===== src/epl_params.svh =====
`ifndef EPL_PARAMS_SVH
`define EPL_PARAMS_SVH

// ****************************************************************
// Protocol byte codes
// ****************************************************************
`define EPL_SYNC_BYTE     8'hFF
`define EPL_DATA_CODE     8'h03
`define EPL_CANCEL_CODE   8'h18
`define EPL_RESTART_CODE  8'h05
`define EPL_ACK_BYTE      8'h06
`define EPL_NAK_BYTE      8'h15

// ****************************************************************
// Frame sizes
// ****************************************************************
`define EPL_COORD_BYTES   12
`define EPL_FUNC_BYTES    2
`define EPL_GREET_BYTES   16
`define EPL_DATA_BYTES    16

// ****************************************************************
// Timing
// ****************************************************************
`define EPL_CLK_HZ        40000000
`define EPL_BAUD          9600
`define EPL_BIT_CYCLES    (`EPL_CLK_HZ / `EPL_BAUD)
`define EPL_MOVE_US       19760
`define EPL_MOVE_CYCLES   (`EPL_MOVE_US * 40)

`endif


===== src/epl_pkg.sv =====
package epl_pkg;

  // ****************************************************************
  // Main sequencer states
  // ****************************************************************
  typedef enum logic [3:0] {
    EPL_IDLE,
    EPL_CHECK,
    EPL_GREET,
    EPL_WAIT,
    EPL_DATA,
    EPL_REPLY,
    EPL_FLUSH,
    EPL_WARN,
    EPL_FATAL
  } epl_state_t;

  // ****************************************************************
  // Byte transmitter states
  // ****************************************************************
  typedef enum logic [1:0] {
    EPL_TX_IDLE,
    EPL_TX_SHIFT
  } epl_tx_state_t;

endpackage


===== src/epl_stream_if.sv =====
`timescale 1ns/10ps

// ****************************************************************
// Byte stream between receiver, buffer and sequencer
// ****************************************************************
interface epl_stream_if #(parameter int W = 8);
  logic         valid;  // Byte present
  logic         ready;  // Sink accepts
  logic [W-1:0] data;   // Byte value
  logic         flush;  // Drop buffered bytes

  modport src (output valid, output data, input ready, input flush);
  modport snk (input valid, input data, output ready, output flush);
endinterface


===== src/epl_fifo.sv =====
`timescale 1ns/10ps

// ****************************************************************
// Small flip-flop FIFO
// ****************************************************************
module epl_fifo #(
  parameter int W = 8,
  parameter int D = 4
) (
  input  wire logic core_clk,
  input  wire logic rst_n,
  epl_stream_if.snk in_s,
  epl_stream_if.src out_s
);

  localparam int AW = $clog2(D);

  // Whole state in one struct
  typedef struct packed {
    logic [D-1:0][W-1:0] mem;
    logic [AW-1:0]       wp;
    logic [AW-1:0]       rp;
    logic [AW:0]         cnt;
  } epl_fifo_st_t;

  epl_fifo_st_t s_q;  // Registered state
  epl_fifo_st_t s_d;  // Next state
  logic         push; // Write this cycle
  logic         pop;  // Read this cycle

  // Honest full and empty flags
  assign in_s.ready  = (s_q.cnt != (AW+1)'(D));
  assign out_s.valid = (s_q.cnt != '0);
  assign out_s.data  = s_q.mem[s_q.rp];
  assign in_s.flush  = out_s.flush;
  assign push        = in_s.valid && in_s.ready;
  assign pop         = out_s.valid && out_s.ready;

  // ****************************************************************
  // Next state
  // ****************************************************************
  always_comb begin
    s_d = s_q;
    if (out_s.flush) begin
      // Flush empties the buffer
      s_d.wp  = '0;
      s_d.rp  = '0;
      s_d.cnt = '0;
    end else begin
      if (push) begin
        s_d.mem[s_q.wp] = in_s.data;
        s_d.wp = (s_q.wp == AW'(D-1)) ? '0 : s_q.wp + 1'b1;
      end
      if (pop) begin
        s_d.rp = (s_q.rp == AW'(D-1)) ? '0 : s_q.rp + 1'b1;
      end
      s_d.cnt = s_q.cnt + (AW+1)'(push) - (AW+1)'(pop);
    end
  end

  // State register
  always_ff @(posedge core_clk or negedge rst_n) begin
    if (!rst_n) begin
      s_q <= '0;
    end else begin
      s_q <= s_d;
    end
  end

endmodule


===== src/epl_uart_rx.sv =====
`timescale 1ns/10ps
`include "epl_params.svh"

// ****************************************************************
// Asynchronous serial byte receiver, 8N1
// ****************************************************************
module epl_uart_rx #(
  parameter int BIT_CYCLES = `EPL_BIT_CYCLES
) (
  input  wire logic core_clk,
  input  wire logic rst_n,
  input  wire logic rxd,
  epl_stream_if.src out_s,
  output logic      overrun
);

  // Whole state in one struct
  typedef struct packed {
    logic        busy;
    logic [15:0] cnt;
    logic [3:0]  bitn;
    logic [7:0]  sh;
    logic        vld;
    logic [7:0]  dat;
    logic        ovr;
  } epl_rx_st_t;

  epl_rx_st_t s_q;  // Registered state
  epl_rx_st_t s_d;  // Next state

  assign out_s.valid = s_q.vld;
  assign out_s.data  = s_q.dat;
  assign overrun     = s_q.ovr;

  // ****************************************************************
  // Bit sampling at mid-cell
  // ****************************************************************
  always_comb begin
    s_d = s_q;
    s_d.ovr = 1'b0;
    if (s_q.vld && out_s.ready) begin
      s_d.vld = 1'b0;
    end
    if (!s_q.busy) begin
      // Wait for start edge
      if (!rxd) begin
        s_d.busy = 1'b1;
        s_d.cnt  = 16'(BIT_CYCLES / 2);
        s_d.bitn = '0;
      end
    end else if (s_q.cnt != '0) begin
      s_d.cnt = s_q.cnt - 1'b1;
    end else begin
      s_d.cnt  = 16'(BIT_CYCLES - 1);
      s_d.bitn = s_q.bitn + 1'b1;
      if (s_q.bitn == 4'h0 && rxd) begin
        s_d.busy = 1'b0;  // False start
      end else if (s_q.bitn >= 4'h1 && s_q.bitn <= 4'h8) begin
        s_d.sh = {rxd, s_q.sh[7:1]};
      end else if (s_q.bitn == 4'h9) begin
        // Stop bit: hand byte on
        s_d.busy = 1'b0;
        if (s_d.vld) begin
          s_d.ovr = 1'b1;
        end else begin
          s_d.vld = 1'b1;
          s_d.dat = s_q.sh;
        end
      end
    end
  end

  // State register
  always_ff @(posedge core_clk or negedge rst_n) begin
    if (!rst_n) begin
      s_q <= '0;
    end else begin
      s_q <= s_d;
    end
  end

endmodule


===== src/epl_link.sv =====
`timescale 1ns/10ps
`include "epl_params.svh"
// Summary of operation
// RQ1: Check board fitted; else board-missing warning
// RQ2: Assert DTR; CTS low means partner absent
// RQ3: Greet: FF FF 03, coordinates, checksum
// RQ4: Partner data: 03, two function, twelve coords
// RQ5: Cancel 18: send ACK, end mode
// RQ6: Restart 05: resend coordinates, then wait
// RQ7: Valid data: ACK, then move 19.76 ms
// RQ8: Keep receiving while motion runs
// RQ9: Bad command: NAK and clear buffer
// RQ10: Partner resends after NAK, one outstanding
// RQ11: Checksum is XOR of bytes from zero
// RQ12: Cancel and restart carry no checksum
// RQ13: Step rate limits raise rate warnings
// RQ14: Joint limit: withhold command, warn
// RQ15: Interrupt button raises interrupt warning
// RQ16: Hold: finish output, suspend until clear
// RQ17: Transmitter fault raises warning
// RQ18: Run function when coordinates are reached
// RQ19: Warning; cancel ends link, enter restarts
// RQ20: Partner sends coordinates near 50 Hz
// RQ21: Link runs at 9600 baud or faster
// RQ22: Bad checksum or code: answer NAK
module epl_link #(
  parameter int BIT_CYCLES  = `EPL_BIT_CYCLES,
  parameter int MOVE_CYCLES = `EPL_MOVE_CYCLES,
  parameter int FIFO_DEPTH  = 4
) (
  input  wire logic         core_clk,
  input  wire logic         rst_n,
  input  wire logic         mode_start,
  input  wire logic         board_present,
  input  wire logic         cts,
  input  wire logic         rxd,
  input  wire logic [95:0]  present_coords,
  input  wire logic         tx_fault,
  input  wire logic         interrupt_button,
  input  wire logic         hold_req,
  input  wire logic         trans_over,
  input  wire logic         orient_over,
  input  wire logic         joint_over,
  input  wire logic         operator_cancel,
  input  wire logic         operator_enter,
  output logic              txd,
  output logic              dtr,
  output logic              external_path_mode,
  output logic              move_start,
  output logic [95:0]       move_target,
  output logic              func_exec,
  output logic [15:0]       func_code,
  output logic              board_missing_warning,
  output logic              partner_absent_warning,
  output logic              interrupt_warning,
  output logic              translation_rate_warning,
  output logic              orientation_rate_warning,
  output logic              transmitter_fault_warning,
  output logic              joint_limit_warning,
  output logic              terminal_link_error,
  output logic              next_point
);
  epl_stream_if #(.W(8)) rx_s ();   // Receiver to buffer
  epl_stream_if #(.W(8)) cmd_s ();  // Buffer to sequencer
  logic rx_ovr;                     // Receiver overrun
  epl_uart_rx #(.BIT_CYCLES(BIT_CYCLES)) u_rx (
    .core_clk (core_clk),
    .rst_n    (rst_n),
    .rxd      (rxd),
    .out_s    (rx_s),
    .overrun  (rx_ovr)
  );
  epl_fifo #(.W(8), .D(FIFO_DEPTH)) u_fifo (
    .core_clk (core_clk),
    .rst_n    (rst_n),
    .in_s     (rx_s),
    .out_s    (cmd_s)
  );
  // Whole state in one struct
  typedef struct packed {
    epl_pkg::epl_state_t    st;
    epl_pkg::epl_tx_state_t txs;
    logic [4:0]   idx;      // Frame byte index
    logic [7:0]   csum;     // Running checksum
    logic [127:0] rxbuf;    // Data command bytes
    logic [7:0]   reply;    // ACK or NAK
    logic         finish;   // Leave after reply
    logic [7:0]   txsh;     // Transmit shifter
    logic [3:0]   txbit;    // Transmit bit count
    logic [15:0]  txcnt;    // Baud divider
    logic         txd;
    logic         dtr;
    logic         mode;
    logic         mv_start;
    logic [95:0]  tgt;
    logic [31:0]  mvcnt;    // Motion time left
    logic         pend;     // Function pending
    logic [15:0]  fpend;
    logic         fexec;
    logic [15:0]  fcode;
    logic [7:0]   warn;     // Warning flags
    logic         lnkerr;
    logic         nxt;
  } epl_st_t;
  epl_st_t s_q;         // Registered state
  epl_st_t s_d;         // Next state
  logic    tx_busy;     // Transmitter occupied
  logic    warn_any;    // Any fault warning
  logic [7:0] gbyte;    // Greeting byte
  assign tx_busy  = (s_q.txs != epl_pkg::EPL_TX_IDLE);
  assign warn_any = |s_q.warn;
  // Greeting byte select: FF FF 03 coords checksum [RQ3]
  always_comb begin
    if (s_q.idx < 5'h02) begin
      gbyte = `EPL_SYNC_BYTE;
    end else if (s_q.idx == 5'h02) begin
      gbyte = `EPL_DATA_CODE;
    end else if (s_q.idx < 5'h0F) begin
      gbyte = present_coords[8*(s_q.idx-5'h03) +: 8];
    end else begin
      gbyte = s_q.csum;
    end
  end
  // ****************************************************************
  // Next state
  // ****************************************************************
  always_comb begin
    s_d = s_q;
    s_d.mv_start = 1'b0;
    s_d.fexec    = 1'b0;
    s_d.nxt      = 1'b0;
    cmd_s.ready  = 1'b0;
    cmd_s.flush  = 1'b0;
    // Byte transmitter, 8N1 at link rate [RQ21]
    if (tx_busy) begin
      if (s_q.txcnt != '0) begin
        s_d.txcnt = s_q.txcnt - 1'b1;
      end else begin
        s_d.txcnt = 16'(BIT_CYCLES - 1);
        s_d.txbit = s_q.txbit + 1'b1;
        if (s_q.txbit == 4'h0) begin
          s_d.txd = 1'b0;
        end else if (s_q.txbit <= 4'h8) begin
          s_d.txd  = s_q.txsh[0];
          s_d.txsh = {1'b0, s_q.txsh[7:1]};
        end else if (s_q.txbit == 4'h9) begin
          s_d.txd = 1'b1;
        end else begin
          s_d.txs = epl_pkg::EPL_TX_IDLE;
        end
      end
    end
    // Motion timer; function runs on arrival [RQ7] [RQ18]
    if (s_q.mvcnt != '0 && !hold_req) begin
      s_d.mvcnt = s_q.mvcnt - 1'b1;
      if (s_q.mvcnt == 32'h1 && s_q.pend) begin
        s_d.fexec = 1'b1;
        s_d.fcode = s_q.fpend;
        s_d.pend  = 1'b0;
      end
    end
    // Warnings while the mode runs
    if (s_q.mode) begin
      if (s_q.st != epl_pkg::EPL_CHECK && !cts) begin
        s_d.warn[1] = 1'b1;  // [RQ2]
      end
      if (interrupt_button) begin
        s_d.warn[2] = 1'b1;  // [RQ15]
      end
      if (tx_fault) begin
        s_d.warn[5] = 1'b1;  // [RQ17]
      end
    end
    unique case (s_q.st)
      epl_pkg::EPL_IDLE: begin
        if (mode_start) begin
          s_d.st   = epl_pkg::EPL_CHECK;
          s_d.mode = 1'b1;
          s_d.dtr  = 1'b1;  // [RQ2]
        end
      end
      epl_pkg::EPL_CHECK: begin
        cmd_s.flush = 1'b1;
        if (!board_present) begin
          s_d.warn[0] = 1'b1;  // [RQ1]
        end else if (!cts) begin
          s_d.warn[1] = 1'b1;  // [RQ2]
        end else begin
          s_d.st   = epl_pkg::EPL_GREET;
          s_d.idx  = '0;
          s_d.csum = '0;
        end
      end
      epl_pkg::EPL_GREET: begin
        // Send sixteen bytes [RQ3] [RQ6]
        if (!tx_busy && s_d.txs == epl_pkg::EPL_TX_IDLE) begin
          s_d.txs   = epl_pkg::EPL_TX_SHIFT;
          s_d.txsh  = gbyte;
          s_d.txbit = '0;
          s_d.txcnt = '0;
          if (s_q.idx >= 5'h02) begin
            s_d.csum = s_q.csum ^ gbyte;  // [RQ11]
          end
          s_d.idx = s_q.idx + 1'b1;
          if (s_q.idx == 5'(`EPL_GREET_BYTES - 1)) begin
            s_d.st = epl_pkg::EPL_WAIT;
          end
        end
      end
      epl_pkg::EPL_WAIT: begin
        // Accept while moving [RQ8]
        cmd_s.ready = cmd_s.valid;
        s_d.idx  = '0;
        s_d.csum = '0;
        if (cmd_s.valid) begin
          if (cmd_s.data == `EPL_CANCEL_CODE) begin
            s_d.reply  = `EPL_ACK_BYTE;  // [RQ5] [RQ12]
            s_d.finish = 1'b1;
            s_d.st     = epl_pkg::EPL_REPLY;
          end else if (cmd_s.data == `EPL_RESTART_CODE) begin
            s_d.st = epl_pkg::EPL_GREET;  // [RQ6] [RQ12]
          end else if (cmd_s.data == `EPL_DATA_CODE) begin
            s_d.st   = epl_pkg::EPL_DATA;  // [RQ4]
            s_d.csum = cmd_s.data;
            s_d.idx  = 5'h01;
          end else begin
            s_d.reply = `EPL_NAK_BYTE;  // [RQ22]
            s_d.st    = epl_pkg::EPL_FLUSH;
          end
        end
      end
      epl_pkg::EPL_DATA: begin
        cmd_s.ready = cmd_s.valid;
        if (cmd_s.valid) begin
          s_d.rxbuf[8*s_q.idx +: 8] = cmd_s.data;
          s_d.csum = s_q.csum ^ cmd_s.data;  // [RQ11]
          s_d.idx  = s_q.idx + 1'b1;
          if (s_q.idx == 5'(`EPL_DATA_BYTES - 1)) begin
            if (s_q.csum != cmd_s.data) begin
              s_d.reply = `EPL_NAK_BYTE;  // [RQ22]
              s_d.st    = epl_pkg::EPL_FLUSH;
            end else begin
              s_d.reply = `EPL_ACK_BYTE;  // [RQ7]
              s_d.st    = epl_pkg::EPL_REPLY;
            end
          end
        end
      end
      epl_pkg::EPL_FLUSH: begin
        cmd_s.flush = 1'b1;  // [RQ9]
        s_d.st      = epl_pkg::EPL_REPLY;
      end
      epl_pkg::EPL_REPLY: begin
        // Hold: finish current output first [RQ16]
        if (!tx_busy && !hold_req) begin
          s_d.txs   = epl_pkg::EPL_TX_SHIFT;
          s_d.txsh  = s_q.reply;
          s_d.txbit = '0;
          s_d.txcnt = '0;
          s_d.st    = epl_pkg::EPL_WAIT;
          if (s_q.finish) begin
            s_d.finish = 1'b0;
            s_d.mode   = 1'b0;  // [RQ5]
            s_d.dtr    = 1'b0;
            s_d.nxt    = 1'b1;
            s_d.st     = epl_pkg::EPL_IDLE;
          end else if (s_q.reply == `EPL_ACK_BYTE) begin
            if (joint_over) begin
              s_d.warn[6] = 1'b1;  // [RQ14]
            end else begin
              s_d.mv_start = 1'b1;  // [RQ7]
              s_d.tgt      = s_q.rxbuf[119:24];
              s_d.mvcnt    = 32'(MOVE_CYCLES);
              s_d.pend     = 1'b1;  // [RQ18]
              s_d.fpend    = s_q.rxbuf[23:8];
            end
            s_d.warn[3] = s_q.warn[3] | trans_over;   // [RQ13]
            s_d.warn[4] = s_q.warn[4] | orient_over;  // [RQ13]
          end
        end
      end
      epl_pkg::EPL_WARN: begin
        // Operator answer to warning [RQ19]
        if (operator_cancel) begin
          s_d.lnkerr = 1'b1;
          s_d.st     = epl_pkg::EPL_FATAL;
        end else if (operator_enter) begin
          s_d.warn = s_d.warn & ~s_q.warn;  // Fresh events survive
          s_d.st   = epl_pkg::EPL_CHECK;
        end
      end
      epl_pkg::EPL_FATAL: begin
        // Cancel of link error leaves mode
        if (operator_cancel) begin
          s_d.lnkerr = 1'b0;
          s_d.warn   = '0;
          s_d.mode   = 1'b0;
          s_d.dtr    = 1'b0;
          s_d.st     = epl_pkg::EPL_IDLE;
        end
      end
    endcase
    // Any warning stops the link [RQ19]
    if (s_q.mode && warn_any && s_q.st != epl_pkg::EPL_WARN
        && s_q.st != epl_pkg::EPL_FATAL) begin
      s_d.st = epl_pkg::EPL_WARN;
      s_d.mvcnt = '0;
      cmd_s.flush = 1'b1;
    end
    if (rx_ovr && s_q.st == epl_pkg::EPL_DATA) begin
      s_d.reply = `EPL_NAK_BYTE;  // [RQ9]
      s_d.st    = epl_pkg::EPL_FLUSH;
    end
  end
  // State register
  always_ff @(posedge core_clk or negedge rst_n) begin
    if (!rst_n) begin
      s_q     <= '0;
      s_q.txd <= 1'b1;
    end else begin
      s_q <= s_d;
    end
  end
  // Outputs straight from flip-flops
  assign txd                       = s_q.txd;
  assign dtr                       = s_q.dtr;
  assign external_path_mode        = s_q.mode;
  assign move_start                = s_q.mv_start;
  assign move_target               = s_q.tgt;
  assign func_exec                 = s_q.fexec;
  assign func_code                 = s_q.fcode;
  assign board_missing_warning     = s_q.warn[0];
  assign partner_absent_warning    = s_q.warn[1];
  assign interrupt_warning         = s_q.warn[2];
  assign translation_rate_warning  = s_q.warn[3];
  assign orientation_rate_warning  = s_q.warn[4];
  assign transmitter_fault_warning = s_q.warn[5];
  assign joint_limit_warning       = s_q.warn[6];
  assign terminal_link_error       = s_q.lnkerr;
  assign next_point                = s_q.nxt;
endmodule


===== config.mk =====
export PLATFORM = sky130hd
export DESIGN_NAME = epl_link
export DESIGN_NICKNAME = d
export VERILOG_FILES = /design/src/epl_pkg.sv /design/src/epl_stream_if.sv /design/src/epl_fifo.sv /design/src/epl_uart_rx.sv /design/src/epl_link.sv
export VERILOG_INCLUDE_DIRS = /design/src
export SDC_FILE = /design/constraint.sdc
export NUM_CORES = 1
export LEC_CHECK = 0
export BUFFER_PORTS_ARGS = -buffer_cell sky130_fd_sc_hd__buf_2
export CAP_MARGIN = 20
export CORE_MARGIN = 2
export CORE_UTILIZATION = 53
export DETAILED_ROUTE_END_ITERATION = 8
export PLACE_DENSITY = 0.79
export SETUP_SLACK_MARGIN = 0.15
export SLEW_MARGIN = 40
export SYNTH_ARGS = -nofsm -noshare
export SYNTH_HDL_FRONTEND = slang
export SYNTH_SLANG_ARGS = --single-unit

===== constraint.sdc =====
create_clock -name core_clk -period 3.2 [get_ports core_clk]
set_input_delay 0.32 -clock core_clk [delete_from_list [all_inputs] [get_ports core_clk]]
set_output_delay 0.32 -clock core_clk [all_outputs]
set_load 0.05 [all_outputs]

# Word level (Yosys, flattened, before mapping)
# Cells that the tools add are included.
[word_totals] rom_bits=0 input_bits=110 ram_bits=0 reg_bits=438 output_inout_bits=126 word_cells=330 latchBits=0 n_memories=0
[op_classes] muxes=133 n_eq_ne=60 n_div=0 n_mul=0 reduce_logical=58 shift=3 bitwise_logic=14 order_cmp=9 n_addsub=12
[ops] op="$mux 146" count=4
[ops] op="$mux 149" count=1
[ops] op="$mux 148" count=1
[ops] op="$mux 8" count=17
[ops] op="$bwmux 128" count=1
[ops] op="$shift 8x34->128 const A" count=1
[ops] op="$shiftx 8x34->128" count=1
[ops] op="$shiftx 96x33->8" count=1
[ops] op="$mux 29" count=2
[ops] op="$mux 4" count=14
[ops] op="$pmux 28 s2" count=1
[ops] op="$mux 9" count=6
[ops] op="$pmux 13 s4" count=1
[ops] op="$mux 21" count=2
[ops] op="$ne 4x4->1 const B" count=10
[ops] op="$mux 2" count=19
[ops] op="$pmux 4 s9" count=1
[ops] op="$mux 17" count=2
[ops] op="$ne 2x2->1 const B" count=17
[ops] op="$neg 8->34" count=1
[ops] op="$mux 33" count=1
[ops] op="$bwmux 32" count=1
[ops] op="$eq 32x1->1 const B" count=1
[ops] op="$mux 16" count=2
[ops] op="other kinds (77)" count=181

# Longest topological paths before layout
[logic_depth] ltp_word=12 ltp_mapped=12 depth_no_buf=10

# By module
# Synthesis repeated with hierarchy kept, for this count alone.
[unflattened] cells_unflattened=2005 hier_area_um2=20841.2
[by_module_without_submodules] mod="epl_link" seq_area_each_um2=8434.3 cells_per_inst=1684 area_per_inst_um2=16659.7 instances=1
[by_module_without_submodules] mod="epl_uart_rx" seq_area_each_um2=975.9 cells_per_inst=194 area_per_inst_um2=2154.6 instances=1
[by_module_without_submodules] mod="epl_fifo" seq_area_each_um2=975.9 cells_per_inst=127 area_per_inst_um2=2026.9 instances=1

# Least setup slack after synthesis
# No wires, ideal clock.
[synth_path] kind="flip-flop to flip-flop" start="register s_q[349] in the netlist's numbering" end="register s_q[348] in the netlist's numbering" n_path_buf=4 required_time_ps=3122 stages_incl_launch_ff=12 setup_ps=78 path_slack_ps=143 arrival_time_ps=2980 path_cell_list="dfrtp_1 > buf_2 > buf_2 > inv_1 > ha_1 > clkbuf_1 > clkbuf_1 > mux4_2 > mux2i_1 > o221ai_1 > o221a_2 > a21oi_1"
[synth_via] elab_chain_len=9 elab_cells_between_ends=15
[synth_rtl] element="start: declaration" line="epl_link.sv:105" rtl="epl_st_t s_q;"
[synth_rtl] element="$sub 5x2->6" line="epl_link.sv:119" rtl="gbyte = present_coords[8*(s_q.idx-5'h03) +: 8];"
[synth_rtl] element="$shiftx 96x33->8" line="epl_link.sv:119"
[synth_rtl] element="$mux 8" line="epl_link.sv:118" rtl="end else if (s_q.idx < 5'h0F) begin"
[synth_rtl] element="$mux 8" line="epl_link.sv:116" rtl="end else if (s_q.idx == 5'h02) begin"
[synth_rtl] element="$mux 8" line="epl_link.sv:114" rtl="if (s_q.idx < 5'h02) begin"
[synth_rtl] element="$xor 8x8->8" line="epl_link.sv:202" rtl="s_d.csum = s_q.csum ^ gbyte;"
[synth_rtl] element="$mux 8" line="epl_link.sv:201" rtl="if (s_q.idx >= 5'h02) begin"
[synth_rtl] element="$mux 19" line="epl_link.sv:196" rtl="if (!tx_busy && s_d.txs == epl_pkg::EPL_TX_IDLE) begin"
[synth_rtl] element="$pmux 13 s4" line="epl_link.sv:174" rtl="unique case (s_q.st)"
# Parallel ways exist; a longest one is shown, timed or not. The select of a mux whose other input is x is not followed.
# A chain may end at the register's enable or synchronous reset.

# Worst setup path after layout
[layout_path] start="register u_fifo.s_q[3] in the netlist's numbering" end="register s_q[209] in the netlist's numbering"
[layout_via] elab_chain_len=8 elab_cells_between_ends=16
[layout_rtl] element="start: declaration" line="epl_fifo.sv:26" rtl="epl_fifo_st_t s_q;"
[layout_rtl] element="start signal: assignment" line="epl_fifo.sv:64" rtl="s_q <= '0;"
[layout_rtl] element="start signal: assignment" line="epl_fifo.sv:66" rtl="s_q <= s_d;"
[layout_rtl] element="$bmux 8 s2 (*)" line="epl_fifo.sv:34" rtl="assign out_s.data = s_q.mem[s_q.rp];"
[layout_rtl] element="$mux 8 (implied by the code) (*)" line="epl_fifo.sv:34"
[layout_rtl] element="$ne 8x8->1" line="epl_link.sv:239" rtl="if (s_q.csum != cmd_s.data) begin"
[layout_rtl] element="$mux 5" line="epl_link.sv:239"
[layout_rtl] element="$mux 8" line="epl_link.sv:238" rtl="if (s_q.idx == 5'(`EPL_DATA_BYTES - 1)) begin"
[layout_rtl] element="$mux 149" line="epl_link.sv:234" rtl="if (cmd_s.valid) begin"
[layout_rtl] element="$pmux 8 s2" line="epl_link.sv:174"
[layout_rtl] element="$mux 8" line="epl_link.sv:310" rtl="if (rx_ovr && s_q.st == epl_pkg::EPL_DATA) begin"
# Mark *: on every way between the ends. The rest lies on a longest branch, timed or not. The select of a mux whose other input is x is not followed.

==> flow_metrics.py <==
metrics = {
    "synth": {
        "syn_area_sq_mm": 0.0206,
        "ys_seq_elements": 415,
        "synth.avg_cell_area_sq_um": 10.4,
        "synth_edf_count": 0,
        "syn_inst": 1977,
        "synthArstFlopShare_pct": 100,
        "synth_warnings": 0,
        "ys_seq_area_share_pct": 50.3,
        "synth_nets": 2111,
        "netlist-cell-type-count": 81,
        "synthFlopType": "dfrtp_1",
    },
    "global_routing": {
        "gr-max-usage-layer": "met2",
        "use_met1_pct": 33.4,
        "overflow": 0,
        "first_global_vias": 15400,
        "use_met2_pct": 40.8,
        "grtUsageMet3_pct": 3.77,
        "grt.total_usage_pct": 24.8,
        "antenna_found_initial": 2,
        "grt_max_degree": 121,
        "grt_pass1_wl_mm": 81.4,
    },
    "layout": {
        "stdcell_count": 2672,
        "drive_gt1_share_pct": 28.6,
        "nets": 2252,
        "antennaDiodeCount": 0,
        "fin_area_sq_mm": 0.0234,
        "mostFrequentLayoutCell": "dfrtp_1",
        "final_cell_mix": "dfrtp_1, nand2_1, buf_2, mux2_2, nor2_1",
        "syn_to_final_growth_pct": 13.2,
        "fill_cells": 3138,
    },
    "sta": {
        "setup_ws_ns": 0.338,
        "hold_violations": 0,
        "tightest_slew_ns": 0.737,
        "period_needed_ns": 2.86,
        "fin_tns_setup_ns": 0,
        "fmax_mhz": 349,
        "final-max-slew-violation-count": 0,
        "rsz0062_at_grt": "false",
        "finClkSkew_ns": 0.0209,
        "setup-violations-final": 0,
        "slew_headroom_pct": 50.7,
        "fin_crit_sh_pct": 89.4,
    },
    "worst_setup_path": {
        "cp_slowest_stage_delay_ns": 0.61,
        "slowest_stage": "dfrtp_1",
        "startpoint_type": "register",
        "cp_max_fo": 9,
        "worstPathRequired_ns": 3.70,
        "cp.arrival_ns": 3.37,
        "crit_chain": "mux4_2, or3_4, or4b_4, o41a_1, o221ai_2, o21a_1",
        "end_kind": "register",
        "crit_type": "register to register",
    },
    "routing": {
        "vias": 15500,
        "drtAntennaViolNets": 0,
        "totalWireLength_mm": 50.5,
        "drc": 0,
        "avgViaCountPerCell": 5.79,
        "first_pass_iters": 5,
        "routedWlPerCell_microns": 18.9,
        "drt-initial-drc-count": 1429,
    },
    "place": {
        "place_inst": 2587,
        "gp_congestion": 0.910,
        "dp_hpwl_mm": 35.5,
        "dpl_cell_area_sq_mm": 0.0218,
        "numPortBuffers": 235,
        "post-place-ws_ns": 0.347,
    },
    "hold_path": {
        "holdCritPathClass": "input port to register",
    },
    "clock_tree": {
        "clock-sinks": 415,
        "cts_tree": "done",
        "h-tree-depth": 2,
        "cts_buffers": 44,
        "clkTransAtPathRegs_ns": 0.06,
        "root_buffer": "clkbuf_16",
        "clk_path_buf_depth": 3,
        "clk_latency_ns": 0.57,
    },
    "die": {
        "fp-row-count": 72,
        "pin_count": 236,
        "floorplan.initialDensity_pct": 53.5,
        "die_x_microns": 201,
        "die_h_microns": 201,
        "core_area_sq_mm": 0.0386,
        "die-area_sq_mm": 0.0405,
    },
    "pwr": {
        "ir_worst_vdd_v": 0.000431,
        "leakagePower_nw": 11.7,
        "powerDensity_mw_per_mm2": 642,
    },
    "job": {
        "maxCapViolations": 0,
    },
    "run_status": {
        "status": "finished, final reports clean",
    },
}
-- per-stage QoR --
step | hold WS (ns) | utilization (%) | power (mW)
after global routing | 0.0421 | 60.6 | 15.7
after detailed placement | 0.307 | 56.6 | 9.73
after floorplan | 0.0244 | - | 8.58
after global placement | 0.305 | 56.6 | 9.56
final | 0.0285 | 60.6 | 15.0
after CTS | 0.00779 | 60.6 | 15.0
-- power breakdown --
group          internal, mW  switching, mW
sequential             5.65          0.437
combinational          1.39           2.24
clock                  3.10           2.17
total                  10.1           4.85
-- critical path, delay by kind of cell, from the launching register on --
| kind | cells | cell delay (ns) |
|---|---|---|
| multiplexers | 1 | 0.57 |
| AND/OR/NAND/NOR | 2 | 0.96 |
| AO/OA/AOI/OAI | 3 | 0.67 |
| flip-flops | 1 | 0.61 |
-- synthesized netlist by cell type (19+ instances only) --
library cell | n | area share, %
o21ai_0 | 54 | 1.3
nand2_1 | 412 | 7.5
mux2_2 | 180 | 9.8
ha_1 | 23 | 1.4
and2_1 | 22 | 0.67
and3_1 | 22 | 0.67
mux2i_1 | 24 | 1.2
inv_1 | 38 | 0.69
a21oi_1 | 64 | 1.6
nor2_1 | 116 | 2.1
mux4_2 | 31 | 3.4
nor2b_1 | 29 | 0.88
dfrtp_1 | 414 | 50
nor3_1 | 27 | 0.65
xnor2_1 | 42 | 1.8
clkbuf_1 | 78 | 1.4
buf_4 | 113 | 4.1
nand3_1 | 19 | 0.46
-- state kept, by name (all words and copies together) (netlist names), 8 cells and up --
signal and flops:
func_code 16, move_target 96, s_q 212, u_fifo.s_q 39, u_rx.out_s.data 8, u_rx.s_q 29
-- final timing paths --
| check | slack [ns] | start | depth (start not counted) | to |
|---|---|---|---|---|
| setup / recovery | 0.34 | u_fifo.s_q[3] | 6 | s_q[209] |
| hold / removal | 0.03 | interrupt_button | 3 | interrupt_warning |
| setup reg to reg | 0.34 | u_fifo.s_q[3] | 6 | s_q[209] |
| hold reg to reg | 0.46 | move_target[13] | 2 | move_target[13] |
| max in group asynchronous | 1.91 | rst_n | 3 | u_rx.s_q[25] |
| min in group asynchronous | 0.28 | rst_n | 2 | move_target[69] |
-- timing repair --
action / in CTS / in global routing
resized for setup: 0 / 0
endpoints found under the hold margin: 61 / 0
buffers inserted: 0 / 0
hold buffers: 3 / 0
-- cells by family after synthesis --
family                     after synthesis  synth area share [%]
adders and majority gates               24                  1.49
and+or+nand+nor                        776                  17.5
xor gates and xnor gates                54                  2.29
muxes                                  236                  14.5
AOI/OAI and AO/OA                      232                  7.37
buffers and inverters                  240                  6.48
DFF                                    415                  50.3
-- routing by layer --
layer,vias up,wire [microns]
met2,580,24400
met4,4,1870
li1,7016,-
met3,141,3010
met5,-,23
met1,7725,21100
-- layout make-up --
cell class | count | area [sq um] | share of cell area (%)
timing repair buffer | 297 | 1730 | 7.43
sequential | 415 | 10400 | 44.5
inverter | 38 | 143 | 0.611
multi-input combinational | 1322 | 8930 | 38.2
clock inverter | 21 | 255 | 1.09
tap | 518 | 648 | 2.78
clock buffer | 61 | 1250 | 5.37
(Power assumes the default switching activity.)
